==> config.mk <==
export PLATFORM = sky130hd
export DESIGN_NAME = option_byte_config_decoder
export DESIGN_NICKNAME = d
export VERILOG_FILES = /design/src/design/option_cfg_pkg.sv /design/src/design/option_byte_config_decoder.sv
export SDC_FILE = /design/constraint.sdc
export NUM_CORES = 1
export LEC_CHECK = 0
export ABC_AREA = 1
export BUFFER_PORTS_ARGS = -buffer_cell sky130_fd_sc_hd__buf_4
export CORE_MARGIN = 5
export CORE_UTILIZATION = 40
export CTS_CLUSTER_DIAMETER = 30
export DETAILED_ROUTE_END_ITERATION = 7
export PLACE_DENSITY_LB_ADDON = 0.25
export SETUP_SLACK_MARGIN = 0.4
export SYNTH_ARGS = -nofsm -noshare
export SYNTH_HDL_FRONTEND = slang
export SYNTH_SLANG_ARGS = --single-unit
==> constraint.sdc <==
create_clock -name clk -period 1.4 [get_ports clk]
set_input_delay 0.07 -clock clk [delete_from_list [all_inputs] [get_ports clk]]
set_output_delay 0.07 -clock clk [all_outputs]
set_load 0.05 [all_outputs]
==> src/design/option_cfg_pkg.sv <==
// Purpose: Constants and types shared by the option byte decoder
// Assumes: Option bytes are 8 bits wide, two of them
// Notes: Bit positions and codes follow the option byte layout
package option_cfg_pkg;

  // ------------------------------------------------------------
  // Storage layout
  // ------------------------------------------------------------
  localparam logic [7:0] BLANK_BYTE = 8'h00_FF;
  localparam int OB0_RESET_ON_HALT = 7;
  localparam int OB0_WDOG_SOFT = 6;
  localparam int OB0_PROTECT_N = 0;
  localparam int OB1_PACKAGE = 7;
  localparam int OB1_RESET_CYC = 6;
  localparam int OB1_SRC_HI = 5;
  localparam int OB1_SRC_LO = 4;
  localparam int OB1_RANGE_HI = 3;
  localparam int OB1_RANGE_LO = 1;
  localparam int OB1_PLL_OFF = 0;

  // ------------------------------------------------------------
  // Field codes and counts
  // ------------------------------------------------------------
  localparam logic [1:0] SRC_RESONATOR = 2'h0_0;
  localparam logic [1:0] SRC_RESERVED = 2'h0_1;
  localparam logic [1:0] SRC_INTERNAL_RC = 2'h0_2;
  localparam logic [1:0] SRC_EXTERNAL = 2'h0_3;
  localparam logic [2:0] RANGE_LOW_POWER = 3'h0_0;
  localparam logic [2:0] RANGE_MEDIUM_POWER = 3'h0_1;
  localparam logic [2:0] RANGE_MEDIUM_SPEED = 3'h0_2;
  localparam logic [2:0] RANGE_HIGH_SPEED = 3'h0_3;
  localparam logic [12:0] RESET_CYCLES_LONG = 13'h1_000;
  localparam logic [12:0] RESET_CYCLES_SHORT = 13'h0_100;
  localparam logic [7:0] ROM_BYTE_ZERO = 8'h00_FF;
  localparam logic [7:0] ROM_BYTE_ONE = 8'h00_E7;

  // ------------------------------------------------------------
  // Decoded configuration
  // ------------------------------------------------------------
  typedef struct packed {
    logic wdog_reset_on_halt;
    logic wdog_soft_select;
    logic readout_protect;
    logic package_select;
    logic [12:0] reset_cycles;
    logic [1:0] clock_source_type;
    logic [2:0] resonator_range;
    logic pll_enable;
  } option_cfg_t;

  typedef enum logic [1:0] {ST_IDLE, ST_MEM_ERASE, ST_OPT_ERASE} erase_state_t;

endpackage

==> src/design/option_byte_config_decoder.sv <==
// Purpose: Option byte storage, programming access and static configuration decode
// Assumes: Programming port is only driven by the programming tool
// Notes: Storage survives rst_b; por_b and the option erase state blank it

`timescale 1ns/1ns

module option_byte_config_decoder #(
  parameter bit MASK_ROM = 1'b0
) (
  input wire logic clk,
  input wire logic rst_b,
  input wire logic por_b,
  input wire logic prog_mode,
  input wire logic prog_sel,
  input wire logic prog_wr,
  input wire logic [7:0] prog_wdata,
  input wire logic prog_erase,
  output logic [7:0] prog_rdata,
  output logic erase_busy,
  output logic user_erase_req,
  input wire logic user_erase_done,
  input wire logic flash_wr_req,
  output logic flash_wr_ok,
  input wire logic dump_req,
  output logic dump_ok,
  output option_cfg_pkg::option_cfg_t cfg,
  output logic unbonded_pullup
);

  // ------------------------------------------------------------
  // Storage and programming access
  // ------------------------------------------------------------
  logic [7:0] byte_zero_ff;
  logic [7:0] byte_one_ff;
  logic [7:0] prog_rdata_ff;
  option_cfg_pkg::option_cfg_t cfg_ff;
  option_cfg_pkg::erase_state_t state_ff;
  option_cfg_pkg::erase_state_t nxt_state;

  wire prog_ok = prog_mode && !MASK_ROM;
  wire wr_take = prog_ok && prog_wr && (state_ff == option_cfg_pkg::ST_IDLE);
  wire opt_blank = !por_b || (state_ff == option_cfg_pkg::ST_OPT_ERASE);
  wire [7:0] sel_byte = prog_sel ? byte_one_ff : byte_zero_ff;
  wire [7:0] nxt_prog_rdata = prog_ok ? sel_byte : 8'h00_00;

  always_ff @(posedge clk) begin
    if (opt_blank) begin
      byte_zero_ff <= option_cfg_pkg::BLANK_BYTE;
      byte_one_ff <= option_cfg_pkg::BLANK_BYTE;
    end else if (wr_take) begin
      if (prog_sel) begin
        byte_one_ff <= prog_wdata;
      end else begin
        byte_zero_ff <= prog_wdata;
      end
    end
  end

  always_ff @(posedge clk) begin
    if (!rst_b) begin
      prog_rdata_ff <= 8'h00_00;
    end else begin
      prog_rdata_ff <= nxt_prog_rdata;
    end
  end

  assign prog_rdata = prog_rdata_ff;

  // ------------------------------------------------------------
  // Option erase sequence
  // ------------------------------------------------------------
  // A protected part must lose its user code before the protection bit can be cleared; a programming write to byte zero is not blocked and can clear it
  wire protected_now = !byte_zero_ff[option_cfg_pkg::OB0_PROTECT_N];
  always_comb begin
    nxt_state = state_ff;
    case (state_ff)
      option_cfg_pkg::ST_IDLE: begin
        if (prog_ok && prog_erase) begin
          nxt_state = protected_now ? option_cfg_pkg::ST_MEM_ERASE : option_cfg_pkg::ST_OPT_ERASE;
        end
      end
      option_cfg_pkg::ST_MEM_ERASE: begin
        if (user_erase_done) begin
          nxt_state = option_cfg_pkg::ST_OPT_ERASE;
        end
      end
      option_cfg_pkg::ST_OPT_ERASE: begin
        nxt_state = option_cfg_pkg::ST_IDLE;
      end
      default: begin
        nxt_state = option_cfg_pkg::ST_IDLE;
      end
    endcase
  end

  always_ff @(posedge clk) begin
    if (!rst_b) begin
      state_ff <= option_cfg_pkg::ST_IDLE;
    end else begin
      state_ff <= nxt_state;
    end
  end

  assign user_erase_req = (state_ff == option_cfg_pkg::ST_MEM_ERASE);
  assign erase_busy = (state_ff != option_cfg_pkg::ST_IDLE);

  // ------------------------------------------------------------
  // Decode, captured only while reset is held
  // ------------------------------------------------------------
  wire [7:0] src_zero = MASK_ROM ? option_cfg_pkg::ROM_BYTE_ZERO : byte_zero_ff;
  wire [7:0] src_one = MASK_ROM ? option_cfg_pkg::ROM_BYTE_ONE : byte_one_ff;
  // A net, so that each field may have its own continuous assignment
  wire option_cfg_pkg::option_cfg_t nxt_cfg;
  assign nxt_cfg.wdog_reset_on_halt = src_zero[option_cfg_pkg::OB0_RESET_ON_HALT];
  assign nxt_cfg.wdog_soft_select = src_zero[option_cfg_pkg::OB0_WDOG_SOFT];
  assign nxt_cfg.readout_protect = !src_zero[option_cfg_pkg::OB0_PROTECT_N];
  assign nxt_cfg.package_select = src_one[option_cfg_pkg::OB1_PACKAGE];
  assign nxt_cfg.reset_cycles = src_one[option_cfg_pkg::OB1_RESET_CYC] ?
    option_cfg_pkg::RESET_CYCLES_SHORT : option_cfg_pkg::RESET_CYCLES_LONG;
  assign nxt_cfg.clock_source_type = src_one[option_cfg_pkg::OB1_SRC_HI:option_cfg_pkg::OB1_SRC_LO];
  assign nxt_cfg.resonator_range = src_one[option_cfg_pkg::OB1_RANGE_HI:option_cfg_pkg::OB1_RANGE_LO];
  assign nxt_cfg.pll_enable = !src_one[option_cfg_pkg::OB1_PLL_OFF];

  // Programming after reset release takes effect only at the next reset
  always_ff @(posedge clk) begin
    if (!rst_b) begin
      cfg_ff <= nxt_cfg;
    end
  end

  assign cfg = cfg_ff;

  // ------------------------------------------------------------
  // Protection gates and pad bonding
  // ------------------------------------------------------------
  assign flash_wr_ok = flash_wr_req && !cfg_ff.readout_protect;
  assign dump_ok = dump_req && !cfg_ff.readout_protect;
  // 32-pin bonding leaves pads of every 8-pad port unbonded; they must stay pulled up
  assign unbonded_pullup = !cfg_ff.package_select;

  // ------------------------------------------------------------
  // Checks
  // ------------------------------------------------------------
  // Storage is unknown until the first power-on clear, so decoded-value checks other than a_cfg_held_stable, a_protect_blocks and a_src_decode wait for it
  a_cfg_held_stable: assert property (@(posedge clk) rst_b && $past(rst_b) |-> $stable(cfg_ff))
    else $error("configuration changed outside reset");

  a_cfg_sampled_reset: assert property (@(posedge clk) disable iff (!por_b)
    !rst_b && !MASK_ROM |=> cfg_ff.pll_enable == !$past(byte_one_ff[option_cfg_pkg::OB1_PLL_OFF]))
    else $error("pll enable not sampled from storage");

  a_blank_after_por: assert property (@(posedge clk) !por_b |=>
    byte_zero_ff == option_cfg_pkg::BLANK_BYTE && byte_one_ff == option_cfg_pkg::BLANK_BYTE)
    else $error("storage not blank after power on");

  a_read_needs_mode: assert property (@(posedge clk) disable iff (!rst_b) !prog_mode |=> prog_rdata == 8'h00_00)
    else $error("option bytes readable outside programming mode");

  a_rdata_follows_sel: assert property (@(posedge clk) disable iff (!rst_b)
    prog_ok |=> prog_rdata == $past(sel_byte))
    else $error("read data does not follow the selected byte");

  a_write_needs_mode: assert property (@(posedge clk) disable iff (!por_b)
    !prog_mode && state_ff == option_cfg_pkg::ST_IDLE |=> $stable(byte_zero_ff) && $stable(byte_one_ff))
    else $error("option bytes written outside programming mode");

  a_rom_port_dead: assert property (@(posedge clk) disable iff (!rst_b)
    MASK_ROM |=> prog_rdata == 8'h00_00 && !erase_busy && !user_erase_req)
    else $error("factory coded part answered the programming port");

  a_protect_blocks: assert property (@(posedge clk) cfg_ff.readout_protect |-> !flash_wr_ok && !dump_ok)
    else $error("protected part allowed access");

  a_open_grants: assert property (@(posedge clk) disable iff (!por_b)
    !cfg_ff.readout_protect |-> flash_wr_ok == flash_wr_req && dump_ok == dump_req)
    else $error("unprotected part refused access");

  a_erase_order: assert property (@(posedge clk) disable iff (!rst_b)
    state_ff == option_cfg_pkg::ST_IDLE && prog_ok && prog_erase && protected_now
    |=> user_erase_req && byte_zero_ff[0] == 1'b0)
    else $error("options erased before user memory");

  a_user_erase_held: assert property (@(posedge clk) disable iff (!rst_b)
    user_erase_req && !user_erase_done |=> user_erase_req)
    else $error("user erase request dropped before completion");

  a_erase_finish: assert property (@(posedge clk) disable iff (!rst_b)
    user_erase_req && user_erase_done |=> state_ff == option_cfg_pkg::ST_OPT_ERASE ##1
    (byte_zero_ff == 8'h00_FF && !erase_busy))
    else $error("option erase did not follow user erase");

  a_open_erase: assert property (@(posedge clk) disable iff (!rst_b)
    state_ff == option_cfg_pkg::ST_IDLE && prog_ok && prog_erase && !protected_now
    |=> state_ff == option_cfg_pkg::ST_OPT_ERASE ##1
    (byte_zero_ff == option_cfg_pkg::BLANK_BYTE && byte_one_ff == option_cfg_pkg::BLANK_BYTE && !erase_busy))
    else $error("unprotected option erase did not blank storage");

  a_reset_count: assert property (@(posedge clk) disable iff (!por_b)
    (cfg_ff.reset_cycles == option_cfg_pkg::RESET_CYCLES_SHORT ||
    cfg_ff.reset_cycles == option_cfg_pkg::RESET_CYCLES_LONG) and
    (rst_b && $past(!rst_b) && !MASK_ROM |-> (cfg_ff.reset_cycles == option_cfg_pkg::RESET_CYCLES_SHORT) ==
    $past(byte_one_ff[option_cfg_pkg::OB1_RESET_CYC])))
    else $error("reset cycle count wrong");

  a_src_decode: assert property (@(posedge clk) rst_b && $past(!rst_b) && !MASK_ROM |->
    cfg_ff.clock_source_type == $past(byte_one_ff[5:4]) && cfg_ff.resonator_range == $past(byte_one_ff[3:1]))
    else $error("clock source fields decoded wrongly");

  a_pkg_pads: assert property (@(posedge clk) disable iff (!por_b)
    unbonded_pullup != cfg_ff.package_select)
    else $error("pad pull-up state disagrees with package");

endmodule

==> results by group, run 1 <==
Final layout
  – Final Net Count: 227
  – Filler cell count: 342
  – Share of layout cells above drive strength 1: 0.3714
  – # diodes: 0
  – Sequential cell area: 888.4 sq um
  – Multi-input logic area: 533.0 sq um
  – Util after Layout: 0.5673
  – Synthesis-to-layout area growth: 37.19%

Clock tree
  – CTS Hold Bufs: 0
  – Worst skew pair latency: 0.29 ns
  – CTS buffer count: 5
  – CTS tree: built
  – Deepest clock path buffer count: 2
  – CTS sink count: 38
  – Htree depth: 2
  – Clk pin slew, worst setup/hold paths: 0.07 ns
  – Root Buffer: clkbuf_8

Drt
  – Vias: 1256
  – Via/cell ratio: 4.868
  – DRT Pass-1 Iters: 4
  – Post-DR wirelength/cell: 13.08 um
  – Initial DRC count: 64
  – Antenna viol nets, final: 0
  – # DRC: 0
  – Post-Route WL: 3.375 mm

Timing
  – Final setup fails: 0
  – Period Utilization, post-route: 0.8542
  – Slew Viols, Final: 0
  – RSZ-0062 raised after global routing: true
  – Max_slew headroom: 0.6554
  – Setup ws final: 0.2041 ns
  – Min cycle time layout: 1.196 ns
  – Final Hold Viols: 0
  – Max Clock Skew: 0.003720 ns
  – Worst-margin pin slew: 0.5164 ns
  – Setup TNS: 0 ns
  – Fmax: 836.2 MHz

Worst setup path
  – CP required: 1.33 ns
  – R2R setup slack: 0.25 ns
  – R2r startpoint: state_ff[0]
  – Critical path endpoint category: primary output
  – Crit path kind: reg -> out
  – Crit-path max FO: 4
  – Critical Path Start Type: flip-flop
  – R2r endpoint: byte_one_ff[4]
  – CP startpoint: state_ff[0]
  – Worst path arrival time: 1.13 ns
  – Worst r2r path cells: 5
  – CP Capture Point: erase_busy

Floorplanning
  – Core outline area: 0.003661 sq mm
  – Die area: 0.005115 sq mm
  – Rows: 22
  – Ports: 54
  – Width of the chip: 71.52 um
  – Die H: 71.52 um
  – Initial Util: 0.4135

Power
  – Worst VDD drop: 0.4490 mV
  – Pwr dens: 1173 mW/mm^2
  – Leak pwr: 0.9769 nW

Job
  – Max Cap Viol: 0

Logic synthesis
  – Post-synthesis adder-cell area fraction: 0
  – Xor and xnor area share after synthesis: 0
  – Sequential-to-total area share from yosys stat: 0.5818
  – Distinct cells, synth: 19
  – Mux cell area share after synthesis: 0
  – Compound-Gate Fraction of Synth Area: 0.05207
  – Ranking of synthesized cells by area: dfxtp_1 34%, edfxtp_1 24%, nand2_1 8.2%
  – Synthesized cell area: 0.001514 sq mm
  – Synth Register Bits: 38
  – Largest area contributor in the netlist: dfxtp_1
  – Top cell type's share of synthesized area: 0.3438
  – Yosys Warn Count: 0
  – Largest family of logic cells by synthesized area: simple AND/OR/NAND/NOR gates
  – Mean Syn Cell Area: 9.643 sq um
  – Simple-gate area share of the yosys netlist: 0.2380
  – Syn Inst Count: 157

Placed design
  – Dpl hpwl: 2.307 mm
  – Port Buffers: 42
  – Pre-CTS setup slack: 0.1220 ns
  – Placer Congestion: 0.7976

GRT
  – Via count of the first global-routing pass: 1175
  – Global-route wire length before repair: 5.326 mm
  – Initial antenna violation count: 0
  – GRT Util Overall: 0.1353
  – GR Overflow Total: 0
  – Largest net degree at the start of global routing: 21

Hold path
  – Worst Hold Class: in -> reg

Status
  – Status: completed
[final cells by class]
class                           count  share of cell area
Tap cell                           48             0.02892
Multi-Input combinational cell     98              0.2566
Inverter                           13             0.02651
Clock inverter                      2            0.004217
Sequential cell                    38              0.4277
Clock buffer                        6             0.03494
Timing Repair Buffer               53              0.2211
[where the power goes]
part           internal (mW)  total [mW]  switching, mW
clock network          0.342       0.696          0.355
logic                  0.170       0.517          0.347
registers               1.19        1.22         0.0302
total                   1.70        2.44          0.732
[cells in the final DEF (no fill, tap or decap)]
| cell | instances |
|---|---|
| nand2_2 | 4 |
| clkbuf_1 | 1 |
| nor2_2 | 2 |
| inv_4 | 1 |
| edfxtp_1 | 12 |
| nand3_2 | 1 |
| nand3_4 | 2 |
| buf_12 | 1 |
| a21oi_1 | 7 |
| a21oi_2 | 1 |
| o21ai_2 | 1 |
| dfxtp_4 | 2 |
| buf_8 | 2 |
| a21boi_4 | 1 |
| nor2_4 | 2 |
| inv_2 | 1 |
| clkinv_2 | 1 |
| nand4_1 | 16 |
| conb_1 | 11 |
| clkinv_1 | 1 |
| inv_1 | 10 |
| dfxtp_1 | 24 |
| nand2_1 | 29 |
| buf_6 | 9 |
| buf_4 | 41 |
| nor2_1 | 3 |
| nand3_1 | 16 |
| a211oi_1 | 2 |
| clkbuf_8 | 5 |
| clkinvlp_4 | 1 |
[worst max-delay path, cell delays in order (launching register included)]
cell and delay [ns]:
dfxtp_4 0.35, nor2_4 0.18, clkinvlp_4 0.14, buf_6 0.16
[how the worst min path moves through the flow]
stage / from / endpoint / cells after the start
3_3_place_gp: rst_b / state_ff[1] / 3
3_5_place_dp: rst_b / state_ff[1] / 3
6_report: rst_b / state_ff[1] / 3
4_1_cts: rst_b / state_ff[1] / 3
2_1_floorplan: rst_b / state_ff[1] / 2
5_1_grt: rst_b / state_ff[1] / 3
[synthesized netlist by cell type]
cell and instances:
nand3_1 18, a21oi_1 8, dfxtp_1 26, nor2_2 1, inv_2 1, buf_2 4, inv_1 12, a21boi_4 1
o21ai_0 1, nand4_1 16, buf_6 1, nor2_1 6, buf_4 12, conb_1 1, nand3_4 1, a211oi_1 2
buf_12 1, nand2_1 33, edfxtp_1 12
[registers in the layout (all words and copies together), names as in the netlist]
signal / cells
cfg: 12
byte_one_ff: 8
byte_zero_ff: 8
prog_rdata: 8
state_ff: 2
[kinds of logic after synthesis]
group                  after synthesis
other                                1
AOI/OAI and AO/OA                   12
buffers and inverters               31
and+or+nand+nor                     75
DFF                                 38
[through the flow]
step / area (sq um) / cells / power (mW) / hold WS [ns]
after floorplan: 1583 / 167 / 1.607 / 0.1863
after global placement: 1824 / 240 / 1.689 / 0.3238
after detailed placement: 1824 / 240 / 1.696 / 0.3272
after CTS: 1954 / 251 / 2.399 / 0.01777
after global routing: 2077 / 258 / 2.543 / 0.01973
final: 2077 / 258 / 2.436 / 0.01901
[timing repair]
action,4_1_cts,5_1_grt
resized for setup,7,15
endpoints found under the setup margin,24,24
setup buffers,3,7
pin swaps,4,3
[metal layers]
metal / track usage / up-vias / wire [um]
met5: 0 / - / 0
met4: 0.08559 / 0 / 106
met3: 0.04628 / 12 / 299
met2: 0.2133 / 57 / 1692
met1: 0.1566 / 572 / 1278
li1: - / 615 / -
No activity file was read; power rests on OpenSTA's default activity.
==> inputs of run 2 (changes only) <==
Settings changed: BUFFER_PORTS_ARGS -buffer_cell sky130_fd_sc_hd__buf_4 to default, DONT_BUFFER_PORTS from default to 1.
==> run 2 against run 1 <==
Compared with the run above: final area increased by 1.7%; die area unchanged; sequential power increased by 8%; flip-flop and latch count unchanged; via count decreased by 4.9%; worst setup slack got worse by 0.0080 ns; critical endpoint unchanged; highest routed layer unchanged.
==> results by group, run 2 (synthesis results as in run 1) <==
Placed design
  – Dpl cells: 204 (-15%)
  – Dpl hpwl: 2.271 mm (-1.6%)
  – Port Buffers: 0 (-100%)
  – Placer Congestion: 0.7500 (-6.0%)
  – Pre-CTS setup slack: 0.2030 ns (+0.08105 ns)

Final layout
  – Post-layout instance count excluding filler cells: 233 (-9.7%)
  – Commonest non-fill, non-tap cells in the layout: 17 x nand2_1, 17 x dfxtp_1, 16 x nand2_2, 16 x nand4_1, 15 x nand3_2
  – # diodes: 0 (unchanged)
  – Final Net Count: 202 (-11%)
  – Share of layout cells above drive strength 1: 0.4162 (+0.04479)
  – Max FFs per register: 12 (unchanged)
  – Filler cell count: 297 (-13%)
  – Synthesis-to-layout area growth: 39.59%

Power
  – Pwr Total: 2.702 mW (+11%)
  – Leak pwr: 0.8857 nW (-9.3%)
  – Worst VDD drop: 0.5587 mV (+24%)
  – Pwr dens: 1279 mW/mm^2 (+9.0%)

GRT
  – Global-route wire length before repair: 5.954 mm (+12%)
  – GRT Util Overall: 0.1508 (+0.01554)
  – Initial antenna violation count: 0 (unchanged)
  – GR Overflow Total: 0 (unchanged)
  – Via count of the first global-routing pass: 1182 (+0.60%)
  – Largest net degree at the start of global routing: 19 (-9.5%)

Job
  – Max Cap Viol: 0 (unchanged)

Floorplanning
  – Width of the chip: 71.52 um (unchanged)
  – Die area: 0.005115 sq mm (unchanged)
  – Ports: 54 (unchanged)
  – Initial Util: 0.4135 (unchanged)
  – Die H: 71.52 um (unchanged)
  – Core outline area: 0.003661 sq mm (unchanged)
  – Rows: 22 (unchanged)

Worst setup path
  – Crit-path max FO: 3 (-1)
  – Worst r2r path cells: 5 (unchanged)
  – Critical Path Stages: 3 (unchanged)
  – CP required: 1.33 ns (about the same)
  – CP startpoint: state_ff[1]
  – CP max stage delay: 0.36 ns (about the same)
  – Critical Path Start Type: flip-flop
  – Crit path kind: reg -> out
  – Delay-heaviest family, CP: flip-flops
  – Crit-path cells: nor2_4 -> clkinvlp_4 -> buf_8
  – R2r startpoint: state_ff[1]
  – Slowest CP cell: dfxtp_4
  – CP Capture Point: erase_busy
  – R2R setup slack: 0.23 ns (-0.02 ns)
  – Worst path bufs/invs: 2 (unchanged)
  – Critical path endpoint category: primary output
  – Worst path arrival time: 1.13 ns (about the same)
  – R2r endpoint: byte_zero_ff[7]

Hold path
  – Worst Hold Class: in -> reg

Timing
  – Final setup fails: 0 (unchanged)
  – Slew Viols, Final: 0 (unchanged)
  – Period Utilization, post-route: 0.8599 (+0.005735)
  – Max_slew headroom: 0.5751 (-0.08027)
  – Setup ws final: 0.1961 ns (-0.008029 ns)
  – WHS: 0.05296 ns (+0.03395 ns)
  – Fmax: 830.6 MHz (-0.67%)
  – Max Clock Skew: 0.002138 ns (-0.001581 ns)
  – Setup TNS: 0 ns (unchanged)
  – Final Hold Viols: 0 (unchanged)
  – Worst-margin pin slew: 0.6374 ns (+0.1210 ns)
  – Min cycle time layout: 1.204 ns (+0.008029 ns)
  – RSZ-0062 raised after global routing: true

Drt
  – Antenna viol nets, final: 0 (unchanged)
  – # DRC: 0 (unchanged)
  – Initial DRC count: 81 (+27%)
  – DRT Pass-1 Iters: 4 (unchanged)
  – Via/cell ratio: 5.129 (+5.4%)
  – Post-Route WL: 3.711 mm (+10%)
  – Vias: 1195 (-4.9%)
  – Post-DR wirelength/cell: 15.93 um (+22%)

Clock tree
  – Worst skew pair latency: 0.29 ns (about the same)
  – CTS sink count: 38 (unchanged)
  – CTS buffer count: 5 (unchanged)
  – CTS tree: built
  – Clk pin slew, worst setup/hold paths: 0.08 ns (about the same)
  – Root Buffer: clkbuf_8
  – Deepest clock path buffer count: 2 (unchanged)
  – Htree depth: 2 (unchanged)

Status
  – Status: completed
-- run 2: repair_timing --
item / 4_1_cts / 5_1_grt
pin swaps: 13 / 4
cloned: 1 / 0
endpoints found under the hold margin: 26 / 0
setup endpoints to repair: 33 / 49
setup buffers: 7 / 2
resized for setup: 43 / 13
hold buffers: 11 / 0
-- run 2: worst min-delay path by stage --
stage                     startpoint        endpoint  cells past startpoint
after global routing        prog_sel  byte_one_ff[1]                      3
final                      prog_mode     state_ff[0]                      4
after detailed placement    prog_sel   prog_rdata[6]                      1
after global placement      prog_sel   prog_rdata[6]                      1
after floorplan                rst_b     state_ff[1]                      2
after CTS                   prog_sel  byte_one_ff[1]                      3
-- run 2: final cells by class --
class	instances	area [sq um]	area share
Clock inverter	3	45.04	0.02131
Tap cell	48	60.06	0.02842
Inverter	13	61.31	0.02901
Sequential cell	38	897.1	0.4245
Clock buffer	5	68.82	0.03256
Timing Repair Buffer	28	351.6	0.1664
Multi-Input combinational cell	98	629.4	0.2978
-- run 2: tightest hold or removal path, cell delays in order --
cell,delay [ns]
nand2_1,0.04
inv_1,0.06
nand3_1,0.07
a21oi_1,0.06
-- run 2: report_power, final --
group | internal, mW | total, mW | switching (mW)
clock network | 0.530 | 0.934 | 0.404
logic | 0.171 | 0.446 | 0.275
registers | 1.20 | 1.32 | 0.127
-- run 2: stage by stage --
step,util,area [sq um]
final,0.5772,2113
after global routing,0.5772,2113
after CTS,0.5649,2068
after detailed placement,0.4279,1567
after global placement,0.4279,1567
after floorplan,-,1583
-- run 2: metal layers --
metal,vias up,part of all wire,track usage
li1,564,-,-
met2,47,0.53,0.2653
met3,10,0.070,0.04488
met4,0,0.029,0.08768
met5,-,0,0
met1,574,0.37,0.1582
